`config.mk`:
```
export PLATFORM = sky130hd
export DESIGN_NAME = can_bit_timing_error_detect
export DESIGN_NICKNAME = d
export VERILOG_FILES = /design/src/include/can_pkg.sv /design/src/rtl/can_bit_timing_error_detect.sv
export SDC_FILE = /design/constraint.sdc
export NUM_CORES = 1
export LEC_CHECK = 0
export BUFFER_PORTS_ARGS = -buffer_cell sky130_fd_sc_hd__buf_2
export CAP_MARGIN = 30
export CELL_PAD_IN_SITES_DETAIL_PLACEMENT = 0
export CELL_PAD_IN_SITES_GLOBAL_PLACEMENT = 2
export CORE_ASPECT_RATIO = 0.7
export CORE_MARGIN = 2
export CORE_UTILIZATION = 45
export DETAILED_ROUTE_END_ITERATION = 8
export GPL_ROUTABILITY_DRIVEN = 0
export GPL_TIMING_DRIVEN = 0
export PLACE_DENSITY = 0.85
export SLEW_MARGIN = 20
export SYNTH_ARGS = -nofsm -noshare
export SYNTH_HDL_FRONTEND = slang
export SYNTH_SLANG_ARGS = --single-unit
```
`constraint.sdc`:
```
create_clock -name clk_sys -period 10.7 [get_ports clk_sys]
set_input_delay 0.535 -clock clk_sys [delete_from_list [all_inputs] [get_ports clk_sys]]
set_output_delay 0.535 -clock clk_sys [all_outputs]
set_load 0.005 [all_outputs]
```
`src/include/can_pkg.sv`:
```
// Constants, types and field layouts for the CAN bit timing and error block.
// Operation
// - Timing writes accepted only in configuration mode.
// - Prescaler sets quantum; jump width limits resync.
// - Propagation and phase-one lengths in quanta.
// - Sample point at end of phase one.
// - Triple mode: three samples, half-quantum apart.
// - Triple mode: majority of three is bit.
// - Single mode: one sample at sample point.
// - Phase-two source set: use phase-two field.
// - Source clear: phase two is max(phase1, 2).
// - Phase-two field ignored while source clear.
// - Transmitter computes CRC from start to data.
// - Receiver compares CRC; mismatch flags error, repeats.
// - Recessive acknowledge slot unanswered: acknowledge error.
// - Dominant in delimiters, end or gap: form error.
// - Transmitter flags readback differing from sent bit; in a stuff slot the code compares readback with the descriptor level instead.
// - No bit error for a sent recessive in arbitration or acknowledge.
// - Six equal bits in stuffed region: stuff error.
package can_pkg;
    localparam logic [1:0] SEL_CTRL1 = 2'h0;
    localparam logic [1:0] SEL_CTRL2 = 2'h1;
    localparam logic [1:0] SEL_CTRL3 = 2'h2;
    localparam logic [7:0] CTRL_RESET = 8'h00;
    localparam int BRP_LSB = 0;
    localparam int BRP_W = 6;
    localparam int SJW_LSB = 6;
    localparam int PROPAGATION_SEGMENT_LENGTH_LSB = 0;
    localparam int PH1_LSB = 3;
    localparam int SAM_BIT = 6;
    localparam int PHTS_BIT = 7;
    localparam int PH2_LSB = 0;
    localparam logic [6:0] SYNC_TQ = 7'h01;
    localparam logic [3:0] IPT_TQ = 4'h2;
    localparam logic [14:0] CRC_POLY = 15'h4599;
    localparam logic [2:0] STUFF_LIMIT = 3'h5;
    localparam logic [4:0] ERR_FLAG_BITS = 5'h06;
    localparam logic [4:0] ERR_TOTAL_BITS = 5'h0E;
    typedef enum logic [3:0] {
        FLD_IDLE = 4'h0, FLD_SOF = 4'h1, FLD_ARB = 4'h2,
        FLD_CTRL = 4'h3, FLD_DATA = 4'h4, FLD_CRC = 4'h5,
        FLD_CRC_DELIM = 4'h6, FLD_ACK = 4'h7,
        FLD_ACK_DELIM = 4'h8, FLD_EOF = 4'h9, FLD_IFS = 4'hA
    } frame_field_e;
    typedef struct packed {
        frame_field_e field;
        logic own;
        logic level;
    } bit_desc_s;
    localparam bit_desc_s IDLE_DESC = '{FLD_IDLE, 1'b0, 1'b1};
    typedef struct packed {
        logic crc;
        logic ack;
        logic form;
        logic bit_mismatch;
        logic stuff;
    } err_flags_s;
endpackage

```
`src/rtl/can_bit_timing_error_detect.sv`:
```
// CAN bit timing, sampling, error detection and the bit descriptor FIFO.
`timescale 1ns/100ps
`default_nettype none

// Flip-flop FIFO with valid and ready on both sides and a flush.
module can_bit_fifo #(
    parameter int WIDTH = 6,
    parameter int DEPTH = 16
) (
    input wire logic clk_sys,
    input wire logic nrst,
    input wire logic flush,
    input wire logic in_valid,
    output logic in_ready,
    input wire logic [WIDTH-1:0] in_data,
    output logic out_valid,
    input wire logic out_ready,
    output logic [WIDTH-1:0] out_data
);
    localparam int AW = $clog2(DEPTH);
    logic [WIDTH-1:0] mem_q [DEPTH];
    logic [AW-1:0] wr_q;
    logic [AW-1:0] rd_q;
    logic [AW:0] cnt_q;
    logic push;
    logic pop;

    // Depth must be a power of two so the pointers wrap by themselves.
    if (DEPTH < 2 || (DEPTH & (DEPTH - 1)) != 0 || WIDTH < 1) begin : g_bad
        $error("FIFO depth must be a power of two of at least 2.");
    end

    // Handshake terms come straight from the fill count.
    assign in_ready = (cnt_q != (AW + 1)'(DEPTH));
    assign out_valid = (cnt_q != '0);
    assign push = in_valid && in_ready;
    assign pop = out_valid && out_ready;
    assign out_data = mem_q[rd_q];

    // Storage writes.
    always_ff @(posedge clk_sys) begin
        if (push) begin
            mem_q[wr_q] <= in_data;
        end
    end

    // Pointers and count; a flush drops every entry.
    always_ff @(posedge clk_sys or negedge nrst) begin
        if (!nrst) begin
            wr_q <= '0;
            rd_q <= '0;
            cnt_q <= '0;
        end else if (flush) begin
            wr_q <= '0;
            rd_q <= '0;
            cnt_q <= '0;
        end else begin
            if (push) begin
                wr_q <= wr_q + 1'b1;
            end
            if (pop) begin
                rd_q <= rd_q + 1'b1;
            end
            if (push && !pop) begin
                cnt_q <= cnt_q + 1'b1;
            end else if (pop && !push) begin
                cnt_q <= cnt_q - 1'b1;
            end
        end
    end
endmodule // can_bit_fifo

// Bit timing and error detection for one CAN node.
module can_bit_timing_error_detect #(
    parameter int FIFO_DEPTH = 16
) (
    input wire logic clk_sys,
    input wire logic nrst,
    input wire logic config_mode,
    input wire logic cfg_wr,
    input wire logic [1:0] cfg_sel,
    input wire logic [7:0] cfg_data,
    output logic [7:0] bit_timing_control_1,
    output logic [7:0] bit_timing_control_2,
    output logic [7:0] bit_timing_control_3,
    input wire logic desc_valid,
    output logic desc_ready,
    input wire can_pkg::bit_desc_s desc_data,
    input wire logic can_receive_pin,
    output logic can_transmit_pin,
    output logic bit_start,
    output logic sample_point,
    output logic rx_bit_valid,
    output logic rx_bit,
    output can_pkg::frame_field_e rx_field,
    output logic [14:0] crc_value,
    output can_pkg::err_flags_s err_status,
    input wire can_pkg::err_flags_s err_clear,
    output logic error_frame_active,
    output logic repeat_req
);
    logic [7:0] c1_q;
    logic [7:0] c2_q;
    logic [7:0] c3_q;
    logic s1_q;
    logic s2_q;
    logic s3_q;
    logic rx_lvl_q;
    logic rx_prev_q;
    logic [5:0] pre_q;
    logic tick;
    logic [6:0] hq_q;
    logic [3:0] ext_q;
    logic [3:0] shrink_q;
    logic synced_q;
    logic [3:0] sjw_tq;
    logic [3:0] prop_tq;
    logic [3:0] ph1_tq;
    logic [3:0] ph2_tq;
    logic [6:0] sp_tq;
    logic [6:0] sp_hq;
    logic [6:0] end_hq;
    logic [6:0] rem_hq;
    logic fall;
    logic short_now;
    logic wrap;
    logic smp_a_q;
    logic smp_b_q;
    logic bit_val;
    can_pkg::bit_desc_s cur_q;
    can_pkg::bit_desc_s fifo_out;
    logic fifo_valid;
    logic stuff_slot_q;
    logic stuff_need;
    logic last_q;
    logic [2:0] run_q;
    logic [14:0] crc_q;
    logic [14:0] crc_rx_q;
    logic [14:0] crc_base;
    logic crc_fb;
    logic in_stuff;
    logic in_crc;
    can_pkg::err_flags_s err_now;
    logic err_pend_q;
    logic err_act_q;
    logic [4:0] err_cnt_q;
    logic active_smp;

    // Timing registers, frozen outside configuration mode.
    always_ff @(posedge clk_sys or negedge nrst) begin
        if (!nrst) begin
            c1_q <= can_pkg::CTRL_RESET;
            c2_q <= can_pkg::CTRL_RESET;
            c3_q <= can_pkg::CTRL_RESET;
        end else if (cfg_wr && config_mode) begin
            if (cfg_sel == can_pkg::SEL_CTRL1) begin
                c1_q <= cfg_data;
            end else if (cfg_sel == can_pkg::SEL_CTRL2) begin
                c2_q <= cfg_data;
            end else if (cfg_sel == can_pkg::SEL_CTRL3) begin
                c3_q <= cfg_data;
            end
        end
    end
    assign bit_timing_control_1 = c1_q;
    assign bit_timing_control_2 = c2_q;
    assign bit_timing_control_3 = c3_q;

    // Segment lengths in quanta; each field holds length minus one.
    always_comb begin
        sjw_tq = {2'h0, c1_q[can_pkg::SJW_LSB +: 2]} + 4'h1;
        prop_tq = {1'b0, c2_q[can_pkg::PROPAGATION_SEGMENT_LENGTH_LSB +: 3]} + 4'h1;
        ph1_tq = {1'b0, c2_q[can_pkg::PH1_LSB +: 3]} + 4'h1;
        if (c2_q[can_pkg::PHTS_BIT]) begin
            ph2_tq = {1'b0, c3_q[can_pkg::PH2_LSB +: 3]} + 4'h1;
        end else if (ph1_tq > can_pkg::IPT_TQ) begin
            ph2_tq = ph1_tq;
        end else begin
            ph2_tq = can_pkg::IPT_TQ;
        end
    end

    // Bit layout in half quanta: sync, propagation, phase one, phase two.
    assign sp_tq = can_pkg::SYNC_TQ + {3'h0, prop_tq} + {3'h0, ph1_tq}
        + {3'h0, ext_q};
    assign sp_hq = {sp_tq[5:0], 1'b0};
    assign end_hq = sp_hq + {2'h0, ph2_tq - shrink_q, 1'b0};
    assign rem_hq = end_hq - hq_q;

    // Receive pin passes three flops; a change counts when two agree.
    always_ff @(posedge clk_sys or negedge nrst) begin
        if (!nrst) begin
            s1_q <= 1'b1;
            s2_q <= 1'b1;
            s3_q <= 1'b1;
            rx_lvl_q <= 1'b1;
        end else begin
            s1_q <= can_receive_pin;
            s2_q <= s1_q;
            s3_q <= s2_q;
            if (s2_q == s3_q) begin
                rx_lvl_q <= s3_q;
            end
        end
    end

    // Prescaler makes one half-quantum tick every prescaler+1 clocks.
    assign tick = (pre_q == c1_q[can_pkg::BRP_LSB +: can_pkg::BRP_W]);
    always_ff @(posedge clk_sys or negedge nrst) begin
        if (!nrst) begin
            pre_q <= '0;
        end else if (tick) begin
            pre_q <= '0;
        end else begin
            pre_q <= pre_q + 6'h01;
        end
    end

    // Falling edges at tick rate, own dominant excluded.
    assign fall = tick && rx_prev_q && !rx_lvl_q && can_transmit_pin;
    assign short_now = fall && !synced_q && (hq_q >= sp_hq)
        && (rem_hq[6:1] <= {2'h0, sjw_tq});
    assign wrap = tick && ((hq_q == end_hq - 7'h01) || short_now);
    assign bit_start = wrap;
    assign sample_point = tick && (hq_q == sp_hq - 7'h01);

    // Bit position counter with hard sync and jump-width resync.
    always_ff @(posedge clk_sys or negedge nrst) begin
        if (!nrst) begin
            hq_q <= '0;
            ext_q <= '0;
            shrink_q <= '0;
            synced_q <= 1'b0;
            rx_prev_q <= 1'b1;
        end else if (tick) begin
            rx_prev_q <= rx_lvl_q;
            if (fall && cur_q.field == can_pkg::FLD_IDLE && !err_act_q) begin
                hq_q <= 7'h02;
                ext_q <= '0;
                shrink_q <= '0;
                synced_q <= 1'b1;
            end else if (wrap) begin
                hq_q <= '0;
                ext_q <= '0;
                shrink_q <= '0;
                synced_q <= 1'b0;
            end else begin
                hq_q <= hq_q + 7'h01;
                if (fall && !synced_q && hq_q >= 7'h02) begin
                    synced_q <= 1'b1;
                    if (hq_q < sp_hq) begin
                        if (hq_q[6:1] < {2'h0, sjw_tq}) begin
                            ext_q <= hq_q[4:1];
                        end else begin
                            ext_q <= sjw_tq;
                        end
                    end else begin
                        shrink_q <= sjw_tq;
                    end
                end
            end
        end
    end

    // Early samples one quantum and half a quantum before.
    always_ff @(posedge clk_sys or negedge nrst) begin
        if (!nrst) begin
            smp_a_q <= 1'b1;
            smp_b_q <= 1'b1;
        end else if (tick) begin
            if (hq_q == sp_hq - 7'h03) begin
                smp_a_q <= rx_lvl_q;
            end
            if (hq_q == sp_hq - 7'h02) begin
                smp_b_q <= rx_lvl_q;
            end
        end
    end

    // Received bit: majority of three, or the sample point level alone.
    always_comb begin
        if (c2_q[can_pkg::SAM_BIT]) begin
            bit_val = (smp_a_q & smp_b_q) | (smp_a_q & rx_lvl_q)
                | (smp_b_q & rx_lvl_q);
        end else begin
            bit_val = rx_lvl_q;
        end
    end

    // Field classes for stuffing and checksum coverage.
    assign in_stuff = (cur_q.field >= can_pkg::FLD_SOF)
        && (cur_q.field <= can_pkg::FLD_CRC);
    assign in_crc = (cur_q.field >= can_pkg::FLD_SOF)
        && (cur_q.field <= can_pkg::FLD_DATA);
    assign active_smp = sample_point && !err_act_q
        && cur_q.field != can_pkg::FLD_IDLE;
    assign stuff_need = in_stuff && run_q == can_pkg::STUFF_LIMIT;
    assign desc_ready = wrap && fifo_valid && !err_act_q && !err_pend_q && !stuff_need;

    can_bit_fifo #(
        .WIDTH($bits(can_pkg::bit_desc_s)),
        .DEPTH(FIFO_DEPTH)
    ) u_desc_fifo (
        .clk_sys(clk_sys),
        .nrst(nrst),
        .flush(wrap && err_pend_q && !err_act_q),
        .in_valid(desc_valid),
        .in_ready(),
        .in_data(desc_data),
        .out_valid(fifo_valid),
        .out_ready(desc_ready),
        .out_data(fifo_out)
    );

    // Error checks on each sampled bit.
    always_comb begin
        err_now = '0;
        if (active_smp) begin
            err_now.stuff = in_stuff && bit_val == last_q
                && run_q == can_pkg::STUFF_LIMIT;
            err_now.form = !bit_val
                && (cur_q.field == can_pkg::FLD_CRC_DELIM
                || cur_q.field == can_pkg::FLD_ACK_DELIM
                || cur_q.field == can_pkg::FLD_EOF
                || cur_q.field == can_pkg::FLD_IFS);
            err_now.ack = cur_q.own && cur_q.field == can_pkg::FLD_ACK
                && bit_val;
            err_now.bit_mismatch = cur_q.own && bit_val != cur_q.level
                && !(cur_q.level && (cur_q.field == can_pkg::FLD_ARB
                || cur_q.field == can_pkg::FLD_ACK));
            err_now.crc = !cur_q.own
                && cur_q.field == can_pkg::FLD_CRC_DELIM
                && crc_rx_q != crc_q;
        end
    end

    // Checksum shift over start through data, stuff bits left out.
    assign crc_base = (cur_q.field == can_pkg::FLD_SOF) ? '0 : crc_q;
    assign crc_fb = bit_val ^ crc_base[14];
    always_ff @(posedge clk_sys or negedge nrst) begin
        if (!nrst) begin
            crc_q <= '0;
            crc_rx_q <= '0;
        end else if (active_smp && !stuff_slot_q) begin
            if (in_crc) begin
                crc_q <= {crc_base[13:0], 1'b0}
                    ^ (crc_fb ? can_pkg::CRC_POLY : '0);
            end
            if (cur_q.field == can_pkg::FLD_CRC) begin
                crc_rx_q <= {crc_rx_q[13:0], bit_val};
            end
        end
    end
    assign crc_value = crc_q;

    // Run length of equal bits inside the stuffed region.
    always_ff @(posedge clk_sys or negedge nrst) begin
        if (!nrst) begin
            last_q <= 1'b1;
            run_q <= '0;
        end else if (err_act_q || (sample_point && cur_q.field == can_pkg::FLD_IDLE)) begin
            run_q <= '0;
        end else if (active_smp) begin
            last_q <= bit_val;
            if (!in_stuff || cur_q.field == can_pkg::FLD_SOF) begin
                run_q <= in_stuff ? 3'h1 : 3'h0;
            end else if (bit_val == last_q) begin
                if (run_q != can_pkg::STUFF_LIMIT) begin
                    run_q <= run_q + 3'h1;
                end
            end else begin
                run_q <= 3'h1;
            end
        end
    end

    // Sticky error status; a new error wins over a clear.
    always_ff @(posedge clk_sys or negedge nrst) begin
        if (!nrst) begin
            err_status <= '0;
        end else begin
            err_status <= can_pkg::err_flags_s'((err_status & ~err_clear)
                | err_now);
        end
    end

    // Received bit output for the frame logic.
    always_ff @(posedge clk_sys or negedge nrst) begin
        if (!nrst) begin
            rx_bit_valid <= 1'b0;
            rx_bit <= 1'b1;
            rx_field <= can_pkg::FLD_IDLE;
        end else begin
            rx_bit_valid <= active_smp && !stuff_slot_q;
            if (active_smp && !stuff_slot_q) begin
                rx_bit <= bit_val;
                rx_field <= cur_q.field;
            end
        end
    end

    // Per bit: descriptor, stuff bit or error frame.
    always_ff @(posedge clk_sys or negedge nrst) begin
        if (!nrst) begin
            cur_q <= can_pkg::IDLE_DESC;
            stuff_slot_q <= 1'b0;
            err_pend_q <= 1'b0;
            err_act_q <= 1'b0;
            err_cnt_q <= '0;
            can_transmit_pin <= 1'b1;
            repeat_req <= 1'b0;
        end else begin
            repeat_req <= 1'b0;
            if (err_now != '0) begin
                err_pend_q <= 1'b1;
            end
            if (wrap) begin
                stuff_slot_q <= 1'b0;
                if (err_act_q) begin
                    err_cnt_q <= err_cnt_q + 5'h01;
                    can_transmit_pin <= (err_cnt_q + 5'h01)
                        >= can_pkg::ERR_FLAG_BITS;
                    if (err_cnt_q == can_pkg::ERR_TOTAL_BITS - 5'h01) begin
                        err_act_q <= 1'b0;
                        can_transmit_pin <= 1'b1;
                        repeat_req <= 1'b1;
                    end
                end else if (err_pend_q || err_now != '0) begin
                    err_pend_q <= 1'b0;
                    err_act_q <= 1'b1;
                    err_cnt_q <= '0;
                    cur_q <= can_pkg::IDLE_DESC;
                    can_transmit_pin <= 1'b0;
                end else if (stuff_need) begin
                    stuff_slot_q <= 1'b1;
                    can_transmit_pin <= cur_q.own ? !last_q : 1'b1;
                end else if (fifo_valid) begin
                    cur_q <= fifo_out;
                    can_transmit_pin <= fifo_out.level;
                end else begin
                    cur_q <= can_pkg::IDLE_DESC;
                    can_transmit_pin <= 1'b1;
                end
            end
        end
    end
    assign error_frame_active = err_act_q;
endmodule // can_bit_timing_error_detect

`default_nettype wire

```
==> results of run 1 <==
-- Yosys cell counts, types with 4 or more instances --
| library cell | instances |
|---|---|
| mux2i_1 | 12 |
| and2_1 | 4 |
| ha_1 | 54 |
| nand2_1 | 78 |
| inv_1 | 70 |
| a31oi_1 | 6 |
| clkbuf_1 | 24 |
| mux2_2 | 48 |
| o2bb2ai_1 | 4 |
| fa_1 | 7 |
| mux4_2 | 24 |
| a211oi_1 | 9 |
| nand4_1 | 11 |
| dfrtp_1 | 115 |
| dfstp_2 | 11 |
| a22oi_1 | 4 |
| xnor2_1 | 43 |
| nand3b_1 | 4 |
| a21o_1 | 6 |
| o21a_1 | 6 |
| o211ai_1 | 4 |
| o22ai_1 | 7 |
| nand3_1 | 24 |
| nor2b_1 | 7 |
| a21oi_1 | 36 |
| buf_1 | 5 |
| nor2_1 | 83 |
| edfxtp_1 | 96 |
| nor4_1 | 9 |
| or3_1 | 4 |
| nor3_1 | 21 |
| o21ai_0 | 44 |
| xor2_1 | 29 |
| nand2b_1 | 10 |
-- metrics by stage --
stage / util (%) / setup slack [ps] / hold slack [ps] / cell area (µm²) / total power [W]
floorplan: - / 4510 / 239.4 / 11660 / 0.002494
global placement: 48.82 / 3194 / 346.8 / 12480 / 0.002903
detailed placement: 49.07 / 3221 / 357.8 / 12540 / 0.002922
CTS: 52.15 / 3190 / 84.46 / 13330 / 0.003749
global route: 52.15 / 2525 / 88.57 / 13330 / 0.004037
finish: 52.15 / 3265 / 103.8 / 13330 / 0.003727
-- worst reg2reg max path: cells and delay by family (launching register included) --
kind                     cells  cell delay (ps)
XOR/XNOR                     6             1420
AO/OA/AOI/OAI                5              790
flip-flops                   1              480
buffers and inverters        4              620
AND/OR/NAND/NOR              5             1310
adder cells (fa/ha/maj)      8             2700
-- sequential cells by signal, indices dropped and copies added, names as in the netlist, 5 cells and up --
register / count
crc_rx_q: 15
bit_timing_control_1: 8
u_desc_fifo.mem_q: 96
bit_timing_control_3: 8
pre_q: 6
bit_timing_control_2: 8
crc_value: 15
err_cnt_q: 5
hq_q: 7
cur_q: 6
u_desc_fifo.cnt_q: 5
err_status: 5
-- logic make-up after synthesis --
family | count (synthesis)
muxes | 84
adders and majority gates | 62
and+or+nand+nor | 281
buffers and inverters | 104
xor gates and xnor gates | 74
DFF | 222
AOI/OAI and AO/OA | 166
-- power by group through the flow --
stage | logic, W | registers [W] | clock network, W
after global routing | 0.00203 | 0.00114 | 0.000863
after detailed placement | 0.00178 | 0.00114 | 0
after CTS | 0.00179 | 0.00113 | 0.000830
after global placement | 0.00177 | 0.00114 | 0
after floorplan | 0.00139 | 0.00111 | 0
final | 0.00179 | 0.00113 | 0.000812
-- area by class of cell --
| type | instances | area (µm²) | share of cell area, % |
|---|---|---|---|
| Inverter | 70 | 262.8 | 1.971 |
| Buffer | 34 | 142.6 | 1.070 |
| Timing Repair Buffer | 85 | 462.9 | 3.472 |
| Multi-Input combinational cell | 667 | 5223 | 39.17 |
| Sequential cell | 222 | 6050 | 45.37 |
| Clock buffer | 34 | 695.7 | 5.218 |
| Clock inverter | 8 | 82.58 | 0.6194 |
| Tap cell | 331 | 414.1 | 3.106 |
-- path summary, 6_finish.rpt --
kind / end / start / depth (start not counted) / slack (ps)
max: u_desc_fifo.cnt_q[4] / bit_timing_control_2[3] / 28 / 3270
min: s1_q / can_receive_pin / 1 / 100
max reg2reg: u_desc_fifo.cnt_q[4] / bit_timing_control_2[3] / 28 / 3270
min reg2reg: s2_q / s1_q / 0 / 370
max in group asynchronous: cur_q[0] / nrst / 3 / 9400
min in group asynchronous: pre_q[0] / nrst / 2 / 510
-- metal layers --
| metal | global-route usage, % | routed length [µm] | vias up |
|---|---|---|---|
| met3 | 3.502 | 1507 | 27 |
| met2 | 26.97 | 10780 | 167 |
| met1 | 37.28 | 15570 | 3913 |
| met4 | 3.110 | 341 | 0 |
| met5 | 0 | 0 | - |
| li1 | - | - | 3815 |
-- cell usage in the layout (no fill, tap or decap), types with 12 or more instances in the layout --
cell type,n
nor3_1,17
clkbuf_1,27
ha_1,54
mux2i_1,12
inv_1,70
mux4_2,24
buf_2,85
nand3_1,24
edfxtp_1,96
xnor2_1,43
o21ai_0,44
clkbuf_16,24
xor2_1,29
nand2_1,78
mux2_2,48
a21oi_1,36
dfrtp_1,115
nor2_1,83
==> impl_metrics.py, run 1 <==
metrics = {
    "worst_setup_path": {
        "worst_ep_arrival_time_ps": 7820,
        "crit_slowest_cell": "nor3_1",
        "path_buf_inv": 4,
        "path_max_fanout": 10,
        "worstPathRequired_ps": 11090,
        "cpMostUsedCell": "ha_1",
        "timing.critical_path.to_type": "flop",
        "cp-start-kind": "flop",
        "cp_top_family": "adder cells",
        "slowest_delay_ps": 550,
        "critPathKind": "reg2reg",
    },
    "cts": {
        "cts_inserted_buffers": 23,
        "cts_root_buffer": "clkbuf_16",
        "postCtsSetupRepairBufs": 0,
        "cts_hold_buf": 1,
        "cts_tree": "yes",
        "clock_sinks": 222,
        "ctsResizeCount": 0,
        "cts.clk_slew.worst_paths_ps": 60,
        "cts_buffer_depth": 3,
        "insertion_delay_ps": 530,
        "htreeDepth": 1,
    },
    "yosys": {
        "synth_xor_area_share_pct": 5.796,
        "synth_cells": 993,
        "synthMuxAreaShare_pct": 10.30,
        "netlist_top_cells_area": "edfxtp_1 (25%), dfrtp_1 (25%), ha_1 (5.8%)",
        "synth-adder-area-share_pct": 7.084,
        "synth_edf_count": 96,
        "synth_top_area_share_pct": 24.73,
        "ys_seq_area_share_pct": 51.89,
        "synth_compound_area_share_pct": 9.692,
        "synth_cell_types": 83,
        "synth_area_um2": 11660,
        "yosysTopAreaCell": "edfxtp_1",
        "synth_top_family_by_area": "simple AND/OR/NAND/NOR gates",
        "syn_avg_cell_area_um2": 11.74,
        "async_reset_ff_share_pct": 56.76,
        "yosys.area_share.simple_pct": 11.75,
        "ys.flop_type": "dfrtp_1",
        "ys_ff_latch": 222,
        "synth_nets": 1081,
        "yosysWarnings": 0,
    },
    "global_route": {
        "grt_max_degree": 77,
        "grt-ovfl-total": 0,
        "grt_pass1_wl_um": 45280,
        "antenna_found_initial": 1,
        "gr-usage-all-layers_pct": 21.23,
        "grt_pass1_vias": 7764,
    },
    "layout": {
        "diodes": 0,
        "layout.nets": 1191,
        "n_fill_cell": 2236,
        "area.growth.synth_to_final_pct": 14.37,
        "fin_cells": 1451,
        "drive_above_1_share_pct": 20.89,
    },
    "placed_design": {
        "dp_cells": 1408,
        "port_buffers": 82,
        "dp_hpwl_um": 21440,
    },
    "sta": {
        "fin_crit_ps": 7435,
        "tns_ps": 0,
        "tightest_slew_ps": 860.9,
        "final_hold_viol_count": 0,
        "setup_viol_count_final": 0,
        "max-slew-margin-rel_pct": 42.08,
        "slew_violations": 0,
        "fin_worst_skew_ps": 26.12,
        "fmax_mhz": 134.5,
        "period_share_pct": 69.49,
        "rsz0062_at_grt": "false",
    },
    "drt": {
        "wirelength_um": 28200,
        "vias": 7922,
        "drcViolationCount": 0,
        "drt_iter0_markers": 620,
        "drtPass1Iterations": 5,
        "ant_nets": 0,
        "vias_per_cell": 5.460,
        "wl_per_cell_um": 19.43,
    },
    "die": {
        "fp.coreArea_um2": 25570,
        "io_pins": 83,
        "rows": 49,
        "die_y_um": 138.7,
        "start_util_pct": 45.60,
        "die_area_um2": 27230,
        "dieWidth_um": 196.4,
    },
    "power_and_ir_drop": {
        "clkPwrFrac_pct": 21.8,
        "p_per_area_nw_per_um2": 279.6,
        "combPwrFrac_pct": 48.0,
        "ir_drop_uv": 169.5,
        "swShare_pct": 39.56,
        "leakage_nw": 5.595,
        "pwr-share-seq_pct": 30.2,
        "p_switching_w": 0.001474,
        "p_int_w": 0.002253,
    },
    "flow_run": {
        "maxCapViolCount": 0,
    },
    "min_path": {
        "min_path_type": "in2reg",
    },
    "run_status": {
        "status": "completed",
    },
}
Power figures use the tool's default switching activity.
==> run 2, diff against run 1 <==
Settings changed: ABC_AREA set to 1, CORE_UTILIZATION 45 to 35, PLACE_DENSITY 0.85 to 0.75.
Clock period 10.7 ns to 6.65 ns, I/O delays scaled along.
==> run 2 against run 1 <==
Net effect:
- critical endpoint unchanged
- worst hold slack better by 11 ps
- via count increased by 9.8%
- first-iteration DRC count shrank 16%
- final cell count is 26% higher
- flip-flop and latch count did not move
==> impl_metrics.py, run 2 <==
metrics = {
    "power_and_ir_drop": {
        "swShare_pct": 39.51,
        "clkPwrFrac_pct": 25.5,
        "p_switching_w": 0.002197,
        "combPwrFrac_pct": 43.0,
        "p_per_area_nw_per_um2": 402.3,
        "pwr-share-seq_pct": 31.6,
        "p_int_w": 0.003363,
        "ir_drop_uv": 198.3,
        "leakage_nw": 6.319,
        "fin_total_pwr_w": 0.005560,
    },
    "cts": {
        "cts_tree": "yes",
        "cts_buffer_depth": 3,
        "htreeDepth": 1,
        "cts.clk_slew.worst_paths_ps": 60,
        "cts_inserted_buffers": 25,
        "insertion_delay_ps": 550,
        "clock_sinks": 222,
        "cts_root_buffer": "clkbuf_16",
    },
    "yosys": {
        "ys.flop_type": "dfrtp_1",
        "netlist_top_cells_area": "edfxtp_1 (25%), dfrtp_1 (24%), nand2_1 (7.7%)",
        "ys_seq_area_share_pct": 51.50,
        "synth_nets": 1341,
        "yosysWarnings": 0,
        "syn_avg_cell_area_um2": 9.375,
        "synth_edf_count": 96,
        "ys_ff_latch": 222,
        "async_reset_ff_share_pct": 56.76,
        "synth_area_um2": 11750,
        "synth_top_area_share_pct": 24.54,
        "synth_cells": 1253,
        "ys_top_cells_by_count": "nand2_1 (242), inv_1 (165), nor2_1 (117)",
        "synth_most_common_cell": "nand2_1",
        "yosysTopAreaCell": "edfxtp_1",
        "synth_cell_types": 52,
    },
    "worst_setup_path": {
        "timing.rr.start": "bit_timing_control_2[3]",
        "r2r_end": "u_desc_fifo.cnt_q[4]",
        "crit_slowest_cell": "fa_2",
        "crit_path_start": "bit_timing_control_2[3]",
        "worstPathRequired_ps": 7100,
        "worst_ep_arrival_time_ps": 6710,
        "slowest_delay_ps": 640,
        "timing.critical_path.to_type": "flop",
        "cp-start-kind": "flop",
        "reg2reg_slack_ps": 390,
        "cpMostUsedCell": "nand2_1",
        "path_max_fanout": 5,
        "critPathKind": "reg2reg",
        "cp-endpoint": "u_desc_fifo.cnt_q[4]",
        "rr_worst_depth": 35,
    },
    "drt": {
        "wl_per_cell_um": 16.41,
        "drtPass1Iterations": 5,
        "vias_per_cell": 4.745,
        "wirelength_um": 30080,
        "vias": 8697,
        "drt_iter0_markers": 520,
        "ant_nets": 0,
        "drcViolationCount": 0,
    },
    "global_route": {
        "gr-usage-all-layers_pct": 17.51,
        "grt_max_degree": 89,
        "grt_pass1_wl_um": 48200,
        "grt-ovfl-total": 0,
        "grt_pass1_vias": 8585,
        "antenna_found_initial": 0,
    },
    "sta": {
        "final_hold_viol_count": 0,
        "rsz0062_at_grt": "false",
        "fin_worst_skew_ps": 26.37,
        "setup_viol_count_final": 0,
        "fin_crit_ps": 6258,
        "tightest_slew_ps": 851.8,
        "max-slew-margin-rel_pct": 43.00,
        "fmax_mhz": 159.8,
        "slew_violations": 0,
        "tns_ps": 0,
        "period_share_pct": 94.11,
    },
    "die": {
        "fp.coreArea_um2": 33280,
        "die_area_um2": 35070,
        "dieWidth_um": 223.0,
        "die_y_um": 157.3,
        "start_util_pct": 35.29,
        "rows": 56,
        "io_pins": 83,
    },
    "min_path": {
        "min_path_type": "in2reg",
        "min_from": "cfg_data[7]",
    },
    "placed_design": {
        "dp_hpwl_um": 22020,
        "port_buffers": 82,
        "dp_cells": 1771,
    },
    "flow_run": {
        "maxCapViolCount": 0,
    },
    "layout": {
        "area.growth.synth_to_final_pct": 17.66,
        "n_fill_cell": 3316,
        "largest_reg_flops": 96,
        "fin_cells": 1833,
        "layout_commonest_cell": "nand2_1",
        "diodes": 0,
        "drive_above_1_share_pct": 16.45,
        "final_cell_mix": "nand2_1 (241), inv_1 (163), nor2_1 (116)",
        "regMostFlops": "u_desc_fifo.mem_q",
        "layout.nets": 1467,
        "post-route-util_pct": 41.53,
    },
    "run_status": {
        "status": "completed",
    },
}
-- run 2: stage by stage --
step	setup WS (ps)	area, µm²	hold WS [ps]
3_3_place_gp	-578.0	12700	359.0
5_1_grt	25.94	13820	127.7
2_1_floorplan	751.9	11750	36.91
4_1_cts	55.72	13700	88.70
3_5_place_dp	-540.4	12740	245.0
6_report	391.8	13820	114.8
-- run 2: how the worst min path moves through the flow --
stage                                         end  depth (start not counted)
after floorplan           bit_timing_control_1[0]                          0
after global placement                       s3_q                          0
after detailed placement                 pre_q[4]                          1
after CTS                 bit_timing_control_3[7]                          3
after global routing      bit_timing_control_3[7]                          3
final                     bit_timing_control_3[7]                          3
-- run 2: metal layers --
metal  track usage, %  vias to the layer above  part of all wire, %
li1                 -                     4408                    -
met1            27.49                     4108                   55
met2            25.19                      143                   40
met3            2.856                       38                  3.8
met4            3.388                        0                  1.6
met5                0                        -                    0
-- run 2: worst max-delay path, delay by kind of cell, from the launching register on --
| family | cells | cell delay (ps) |
|---|---|---|
| xor+xnor | 2 | 320 |
| simple gates | 13 | 1570 |
| flops | 1 | 440 |
| fa+ha+maj | 8 | 2650 |
| compound gates | 7 | 830 |
| buf+inv | 5 | 380 |
-- run 2: final cells by class --
| class | instances | area, µm² | area share [%] |
|---|---|---|---|
| flip-flops and latches | 222 | 6052 | 43.79 |
| multi-input cells | 827 | 4999 | 36.17 |
| clock buffers | 30 | 654.4 | 4.735 |
| inverters | 172 | 648.1 | 4.689 |
| repair buffers | 99 | 585.6 | 4.237 |
| well taps | 435 | 544.3 | 3.938 |
| clock inverters | 16 | 186.4 | 1.349 |
| plain buffers | 32 | 151.4 | 1.095 |
-- run 2: repair_timing --
item | CTS | global route
hold endpoints to repair | 44 | 0
pin swaps | 4 | 8
hold buffers | 7 | 0
resized for setup | 6 | 19
setup buffers | 3 | 5
endpoints found under the setup margin | 5 | 4
-- run 2: logic make-up after synthesis --
logic type	after synthesis	share of synthesized area (%)
XOR/XNOR	64	4.900
adder cells (fa/ha/maj)	62	7.030
AO/OA/AOI/OAI	187	8.948
buffers and inverters	204	6.753
AND/OR/NAND/NOR	498	19.10
flip-flops	222	51.50
multiplexers	16	1.768
-- run 2: power groups by stage --
stage | registers, W | clock network [W] | logic, W
2_1_floorplan | 0.00174 | 0 | 0.00167
4_1_cts | 0.00176 | 0.00146 | 0.00230
3_5_place_dp | 0.00178 | 0 | 0.00225
6_report | 0.00176 | 0.00142 | 0.00239
5_1_grt | 0.00178 | 0.00151 | 0.00275
3_3_place_gp | 0.00178 | 0 | 0.00225
